`src/include/exec_pkg.sv`:
```
// Purpose: Shared constants and types for the return/rotate/sleep executor
// Assumes: 14-bit instruction word, 13-bit program counter
// Notes: Opcode patterns follow the mid-range instruction set layout
`default_nettype none
package exec_pkg;
  // ****************************************
  // Widths and encodings
  // ****************************************
  localparam int PC_W = 13;
  localparam int INSN_W = 14;
  localparam logic [13:0] OP_RETURN = 14'h0008;
  localparam logic [13:0] OP_SLEEP = 14'h0063;
  localparam logic [5:0] OP_ROTL_HI = 6'h0d;
  localparam logic [5:0] OP_ROTR_HI = 6'h0c;
  localparam int DEST_BIT = 7;
  localparam logic [7:0] WATCHDOG_CLEAR = 8'h00;
  localparam logic [7:0] PRESCALE_CLEAR = 8'h00;
  localparam logic FLAG_N_RESET = 1'b1;
  localparam logic [PC_W-1:0] PC_RESET = 13'h0000;

  // Decoded operand fields of one instruction word
  typedef struct packed {
    logic dest_file;
    logic [6:0] file_addr;
  } operand_t;

  // Result of one file write request
  typedef struct packed {
    logic en;
    logic [6:0] addr;
    logic [7:0] data;
  } file_wr_t;

  typedef enum logic [2:0] {
    ST_RUN = 3'b001,
    ST_FLUSH = 3'b010,
    ST_SLEEP = 3'b100
  } core_state_t;
endpackage
`default_nettype wire

```
`src/hw/rotate_return_sleep_exec.sv`:
```
// Purpose: Executes return, rotate through carry and sleep instructions
// Assumes: Instruction and file read data valid in the same cycle
// Notes: Stack storage and wake-up logic live outside this block
`timescale 1ns/1ps
`default_nettype none

// Contract
// - Return pops stack into PC, flags kept
// - Return takes two cycles, one flushed
// - Rotate left: carry in bit0, bit7 out
// - Rotate right: carry in bit7, bit0 out
// - Destination 0 writes W, 1 writes file
// - Sleep clears power-down, sets timeout flag
// - Sleep clears watchdog count and prescaler
// - Sleep halts execution until wake-up
module rotate_return_sleep_exec
  import exec_pkg::*;
(
  input wire logic clk,
  input wire logic rst,
  input wire logic insn_valid,
  input wire logic [INSN_W-1:0] insn,
  input wire logic [7:0] file_rdata,
  input wire logic [PC_W-1:0] stack_top_value,
  input wire logic wake,
  input wire logic [7:0] watchdog_counter_in,
  input wire logic [7:0] prescale_in,
  output logic [6:0] file_raddr,
  output logic stack_pop,
  output logic insn_ready,
  output logic flush,
  output file_wr_t file_wr_r,
  output logic [7:0] w_r,
  output logic carry_r,
  output logic [PC_W-1:0] pc_r,
  output logic pc_load_r,
  output logic power_down_flag_n,
  output logic timeout_flag_n,
  output logic [7:0] watchdog_counter,
  output logic [7:0] prescale_r,
  output logic osc_halt
);

  // ****************************************
  // Decode
  // ****************************************
  core_state_t state_r;
  core_state_t state_nxt;
  operand_t opnd;
  logic exec;
  logic is_ret;
  logic is_slp;
  logic is_rot_l;
  logic is_rot_r;
  logic [7:0] rot_res;
  logic rot_c;
  logic power_down_r;
  logic timeout_r;
  logic [7:0] watchdog_r;

  // Matches a rotate opcode family by its top six bits
  function automatic logic op_hi_match(input logic [INSN_W-1:0] w, input logic [5:0] hi);
    op_hi_match = (w[13:8] == hi);
  endfunction

  assign opnd = operand_t'(insn[7:0]);
  assign insn_ready = (state_r == ST_RUN);
  assign exec = insn_valid && insn_ready;
  assign is_ret = exec && (insn == OP_RETURN);
  assign is_slp = exec && (insn == OP_SLEEP);
  assign is_rot_l = exec && op_hi_match(insn, OP_ROTL_HI);
  assign is_rot_r = exec && op_hi_match(insn, OP_ROTR_HI);
  assign file_raddr = opnd.file_addr;
  assign stack_pop = is_ret;
  assign flush = (state_r == ST_FLUSH);
  assign osc_halt = (state_r == ST_SLEEP);

  // Rotate datapath through the carry
  always_comb begin
    rot_res = file_rdata;
    rot_c = carry_r;
    if (is_rot_l) begin
      rot_res = {file_rdata[6:0], carry_r};
      rot_c = file_rdata[7];
    end else if (is_rot_r) begin
      rot_res = {carry_r, file_rdata[7:1]};
      rot_c = file_rdata[0];
    end
  end

  // ****************************************
  // Sequencer
  // ****************************************
  // Sleep ignores instruction fetch entirely; only wake leaves it
  always_comb begin
    state_nxt = state_r;
    unique case (state_r)
      ST_RUN: begin
        if (is_ret) begin
          state_nxt = ST_FLUSH;
        end else if (is_slp) begin
          state_nxt = ST_SLEEP;
        end
      end
      ST_FLUSH: begin
        state_nxt = ST_RUN;
      end
      ST_SLEEP: begin
        if (wake) begin
          state_nxt = ST_RUN;
        end
      end
      default: begin
        state_nxt = ST_RUN;
      end
    endcase
  end

  always_ff @(posedge clk or posedge rst) begin
    if (rst) begin
      state_r <= ST_RUN;
    end else begin
      state_r <= state_nxt;
    end
  end

  // Program counter load from stack; status flags untouched here
  always_ff @(posedge clk or posedge rst) begin
    if (rst) begin
      pc_r <= PC_RESET;
      pc_load_r <= 1'b0;
    end else begin
      pc_load_r <= is_ret;
      if (is_ret) begin
        pc_r <= stack_top_value;
      end
    end
  end

  // Rotate results: carry only flag touched
  always_ff @(posedge clk or posedge rst) begin
    if (rst) begin
      carry_r <= 1'b0;
      w_r <= 8'h00;
      file_wr_r <= '0;
    end else begin
      file_wr_r.en <= 1'b0;
      if (is_rot_l || is_rot_r) begin
        carry_r <= rot_c;
        if (opnd.dest_file) begin
          file_wr_r.en <= 1'b1;
          file_wr_r.addr <= opnd.file_addr;
          file_wr_r.data <= rot_res;
        end else begin
          w_r <= rot_res;
        end
      end
    end
  end

  // Sleep status bits; they hold until reset restores them
  always_ff @(posedge clk or posedge rst) begin
    if (rst) begin
      power_down_r <= FLAG_N_RESET;
      timeout_r <= FLAG_N_RESET;
    end else if (is_slp) begin
      power_down_r <= 1'b0;
      timeout_r <= 1'b1;
    end
  end

  // Watchdog and prescaler mirror their inputs except on sleep
  always_ff @(posedge clk or posedge rst) begin
    if (rst) begin
      watchdog_r <= WATCHDOG_CLEAR;
      prescale_r <= PRESCALE_CLEAR;
    end else if (is_slp) begin
      watchdog_r <= WATCHDOG_CLEAR;
      prescale_r <= PRESCALE_CLEAR;
    end else begin
      watchdog_r <= watchdog_counter_in;
      prescale_r <= prescale_in;
    end
  end

  assign power_down_flag_n = power_down_r;
  assign timeout_flag_n = timeout_r;
  assign watchdog_counter = watchdog_r;

  // ****************************************
  // Checks
  // ****************************************
  property p_ret_pc;
    @(posedge clk) disable iff (rst)
    is_ret |=> (pc_r == $past(stack_top_value)) && pc_load_r;
  endproperty
  a_ret_pc: assert property (p_ret_pc) else $error("return did not load pc");

  property p_ret_flags;
    @(posedge clk) disable iff (rst)
    is_ret |=> $stable(carry_r) && $stable(power_down_r);
  endproperty
  a_ret_flags: assert property (p_ret_flags) else $error("return changed a flag");

  property p_ret_two;
    @(posedge clk) disable iff (rst)
    is_ret |=> flush && !insn_ready ##1 insn_ready;
  endproperty
  a_ret_two: assert property (p_ret_two) else $error("return not two cycles");

  property p_rot_left;
    @(posedge clk) disable iff (rst)
    is_rot_l && !opnd.dest_file |=>
      w_r == {$past(file_rdata[6:0]), $past(carry_r)} && carry_r == $past(file_rdata[7]);
  endproperty
  a_rot_left: assert property (p_rot_left) else $error("rotate left wrong");

  property p_rot_right;
    @(posedge clk) disable iff (rst)
    is_rot_r && !opnd.dest_file |=>
      w_r == {$past(carry_r), $past(file_rdata[7:1])} && carry_r == $past(file_rdata[0]);
  endproperty
  a_rot_right: assert property (p_rot_right) else $error("rotate right wrong");

  property p_dest_file;
    @(posedge clk) disable iff (rst)
    (is_rot_l || is_rot_r) && opnd.dest_file |=>
      file_wr_r.en && file_wr_r.addr == $past(opnd.file_addr) && $stable(w_r);
  endproperty
  a_dest_file: assert property (p_dest_file) else $error("file destination wrong");

  property p_sleep_flags;
    @(posedge clk) disable iff (rst)
    is_slp |=> !power_down_flag_n && timeout_flag_n;
  endproperty
  a_sleep_flags: assert property (p_sleep_flags) else $error("sleep flags wrong");

  property p_sleep_watchdog;
    @(posedge clk) disable iff (rst)
    is_slp |=> watchdog_counter == WATCHDOG_CLEAR && prescale_r == PRESCALE_CLEAR;
  endproperty
  a_sleep_watchdog: assert property (p_sleep_watchdog) else $error("watchdog not cleared");

  property p_sleep_halt;
    @(posedge clk) disable iff (rst)
    is_slp ##1 !wake |=> osc_halt && !insn_ready;
  endproperty
  a_sleep_halt: assert property (p_sleep_halt) else $error("sleep did not halt");

  c_ret: cover property (@(posedge clk) disable iff (rst) is_ret ##2 exec);
  c_rot_file: cover property (@(posedge clk) disable iff (rst) is_rot_l && opnd.dest_file);
  c_rot_right_w: cover property (@(posedge clk) disable iff (rst) is_rot_r && !opnd.dest_file);
  c_sleep_wake: cover property (@(posedge clk) disable iff (rst) is_slp ##[1:20] wake);

endmodule
`default_nettype wire

```
`config.mk`:
```
export PLATFORM = sky130hd
export DESIGN_NAME = rotate_return_sleep_exec
export DESIGN_NICKNAME = d
export VERILOG_FILES = /design/src/include/exec_pkg.sv /design/src/hw/rotate_return_sleep_exec.sv
export SDC_FILE = /design/constraint.sdc
export NUM_CORES = 1
export LEC_CHECK = 0
export BUFFER_PORTS_ARGS = -buffer_cell sky130_fd_sc_hd__buf_2
export CAP_MARGIN = 20
export CORE_ASPECT_RATIO = 1.2
export CORE_MARGIN = 8
export CORE_UTILIZATION = 42
export CTS_BUF_LIST = sky130_fd_sc_hd__clkbuf_8
export DETAILED_ROUTE_END_ITERATION = 8
export GPL_ROUTABILITY_DRIVEN = 0
export PLACE_DENSITY_LB_ADDON = 0.05
export SYNTH_ARGS = -nofsm -noshare
export SYNTH_HDL_FRONTEND = slang
export SYNTH_SLANG_ARGS = --single-unit
```
`constraint.sdc`:
```
create_clock -name clk -period 1.8 [get_ports clk]
set_input_delay 0.09 -clock clk [delete_from_list [all_inputs] [get_ports clk]]
set_output_delay 0.09 -clock clk [all_outputs]
set_load 0.05 [all_outputs]
```
==> flow_summary.json <==
{
  "placed_area_um2": 3190,
  "die_width_um": 85.8,
  "tightest_slew_ns": 0.503,
  "avgRoutedWirePerCell_um": 15.4,
  "critPathRequiredTime_ns": 1.71,
  "hold_violations": 0,
  "drv.max_cap_violation_count": 0,
  "ys_ff_latch": 59,
  "die_area_um2": 8550,
  "max_freq_mhz": 564,
  "slew_violations": 0,
  "setup_viol_count_final": 0,
  "fin_crit_sh_pct": 98.5,
  "route.vias.total": 1875,
  "relSlewSlack_pct": 66.4,
  "crit_path_start_kind": "flip-flop",
  "syn_area_per_cell_um2": 15.1,
  "wl_met2_um": 3250,
  "path_max_fanout": 7,
  "cts_buffers": 9,
  "grt_pass1_vias": 2098,
  "p_leak_nw": 2.03,
  "port_buffers": 121,
  "rsz0062_at_grt": "true",
  "synth_nets": 218,
  "status": "complete, no violations",
  "crit_type": "reg2out",
  "coreArea_um2": 5670,
  "fin_nets": 384,
  "hpwl_um": 4610,
  "path_clk_slew_ns": 0.07,
  "grt_max_degree": 25,
  "fin_util_pct": 66.8,
  "start_util_pct": 43.3,
  "cp_slowest_cell": "dfstp_2",
  "period_needed_ns": 1.77,
  "grt.total_usage_pct": 15.9,
  "drt-total-wl_um": 6360,
  "syn_inst": 163,
  "worstHoldPathType": "in2reg",
  "crit_top_cell": "buf_12",
  "cp-end-kind": "primary output",
  "yosysSeqAreaShare_pct": 60.3,
  "layout_common_cells": "120 x buf_2, 57 x dfrtp_1, 30 x dlygate4sd3_1",
  "top_layer": "met4",
  "fin_skew_ns": 0.0110,
  "ant_nets": 0,
  "crit_chain": "nor3b_4 -> buf_6 -> nand4_4 -> nor2_4 -> buf_12 -> buf_12",
  "vdd_drop_max_v": 0.000560,
  "rrSetupSlack_ns": 0.04,
  "wl_met1_um": 2370,
  "netlist_area_um2": 2450,
  "overflow": 0,
  "drt_iter0_markers": 41,
  "root_buffer": "clkbuf_8",
  "wl_met3_um": 615,
  "path_buf_inv": 3,
  "yosysUniqueCellTypes": 29,
  "area_growth_pct": 54.3,
  "cts_tree": "yes",
  "ios": 123,
  "ys_warn_count": 0,
  "std_cell_rows": 30,
  "diodes": 0,
  "viasPerCell": 4.53,
  "h-tree-depth": 3,
  "ff_latch_area_um2": 1480,
  "multi_input_area_um2": 890,
  "drt_first_pass_iters": 4,
  "stdcell_area_um2": 3780,
  "worstPathArrival_ns": 1.68,
  "fillers": 420,
  "die_h_um": 99.7,
  "post-route-drc-count": 0,
  "crit_family": "flip-flops",
  "max_stage_delay_ns": 0.53,
  "grt_pass1_wl_um": 10500,
  "clk_latency_ns": 0.33,
  "mostFrequentLayoutCell": "buf_2",
  "cts.sinks": 59,
  "clock_path_buffers": 2,
  "antenna_found_initial": 0,
  "drive_above_1_share_pct": 62.9,
  "cellPowerDensity_nw_per_um2": 911
}
[cell families after synthesis]
group / after synthesis / synth area share (%)
mux: 45 / 22.0
compound gates: 4 / 0.867
flops: 59 / 60.3
other cells: 1 / 0.153
buf+inv: 16 / 5.41
simple gates: 38 / 11.3
[power breakdown]
| part | leakage [nW] | internal (mW) | total (mW) | switching [mW] |
|---|---|---|---|---|
| Combinational | 1.16 | 0.262 | 0.784 | 0.522 |
| Clock | 0.102 | 0.676 | 1.20 | 0.522 |
| Sequential | 0.763 | 1.42 | 1.47 | 0.0459 |
| Total | 2.03 | 2.36 | 3.45 | 1.09 |
[per-layer routing]
metal  vias to the layer above  track usage [%]
met1                       906             16.2
met4                         0             8.65
met2                        72             26.7
met5                         -                0
met3                        12             7.01
li1                        885                -
[state kept, by name, indices dropped and copies added (netlist names)]
register,cells
pc_load_r,1
pc_r,13
w_r,8
prescale_r,8
file_wr_r,16
watchdog_counter,8
power_down_flag_n,1
carry_r,1
state_r,3
[cells in the mapped netlist]
cell type / n / area [µm²]
mux2_4: 9 / 135
o22ai_1: 1 / 6.26
nor3b_1: 3 / 22.5
or4_1: 1 / 7.51
nand4_1: 1 / 6.26
dfstp_2: 2 / 52.6
nand2_4: 1 / 11.3
mux2_1: 1 / 11.3
nor4_1: 1 / 6.26
dfrtp_1: 57 / 1430
inv_1: 3 / 11.3
and2b_1: 2 / 15.0
nor4b_2: 1 / 15.0
o21ai_0: 1 / 5.00
conb_1: 1 / 3.75
mux2_2: 34 / 383
nor2_1: 5 / 18.8
and2b_2: 1 / 8.76
buf_4: 9 / 67.6
nand2b_1: 1 / 6.26
a21oi_1: 2 / 10.0
mux2i_1: 1 / 10.0
nor2b_1: 17 / 106
nor2_4: 1 / 11.3
nor3b_4: 1 / 18.8
and4_4: 1 / 11.3
buf_6: 3 / 33.8
nand4_2: 1 / 12.5
buf_12: 1 / 20.0
[area by class of cell]
class	instances	share of cell area [%]
clock buffer	10	3.64
timing repair buffer	168	29.1
tap	80	2.64
sequential	59	39.1
multi-input combinational	88	23.5
clock inverter	6	1.72
inverter	3	0.298
[path summary, 6_finish.rpt]
kind | from | endpoint | depth (start not counted)
worst max-delay path | state_r[0]$_DFFE_PP1P_ | stack_pop | 6
worst min-delay path | insn[4] | file_wr_r[12]$_DFFE_PP0P_ | 2
worst max register to register | state_r[0]$_DFFE_PP1P_ | pc_r[11]$_DFFE_PP0P_ | 7
worst min register to register | power_down_flag_n$_DFFE_PP1P_ | power_down_flag_n$_DFFE_PP1P_ | 1
max in group asynchronous | rst | pc_r[8]$_DFFE_PP0P_ | 4
min in group asynchronous | rst | pc_r[0]$_DFFE_PP0P_ | 3
[repair_timing]
item / 4_1_cts / 5_1_grt
gates resized for setup: 6 / 3
buffers inserted: 6 / 0
hold buffers: 30 / 0
setup endpoints to repair: 1 / 22
pin swaps: 2 / 1
hold endpoints to repair: 50 / 0
[through the flow]
stage | power (mW) | setup TNS [ns] | setup slack (ns) | cells | hold WS [ns]
global route | 3.62 | -0.591 | -0.0777 | 414 | 0.0217
finish | 3.45 | 0 | 0.0276 | 414 | 0.0246
CTS | 3.50 | -0.0230 | -0.0230 | 414 | 0.0126
global placement | 2.23 | 0 | 0.0886 | 362 | 0.156
floorplan | 2.02 | -16.10 | -0.423 | 163 | 0.222
detailed placement | 2.23 | 0 | 0.0604 | 362 | 0.159
Power figures use the tool's default switching activity.
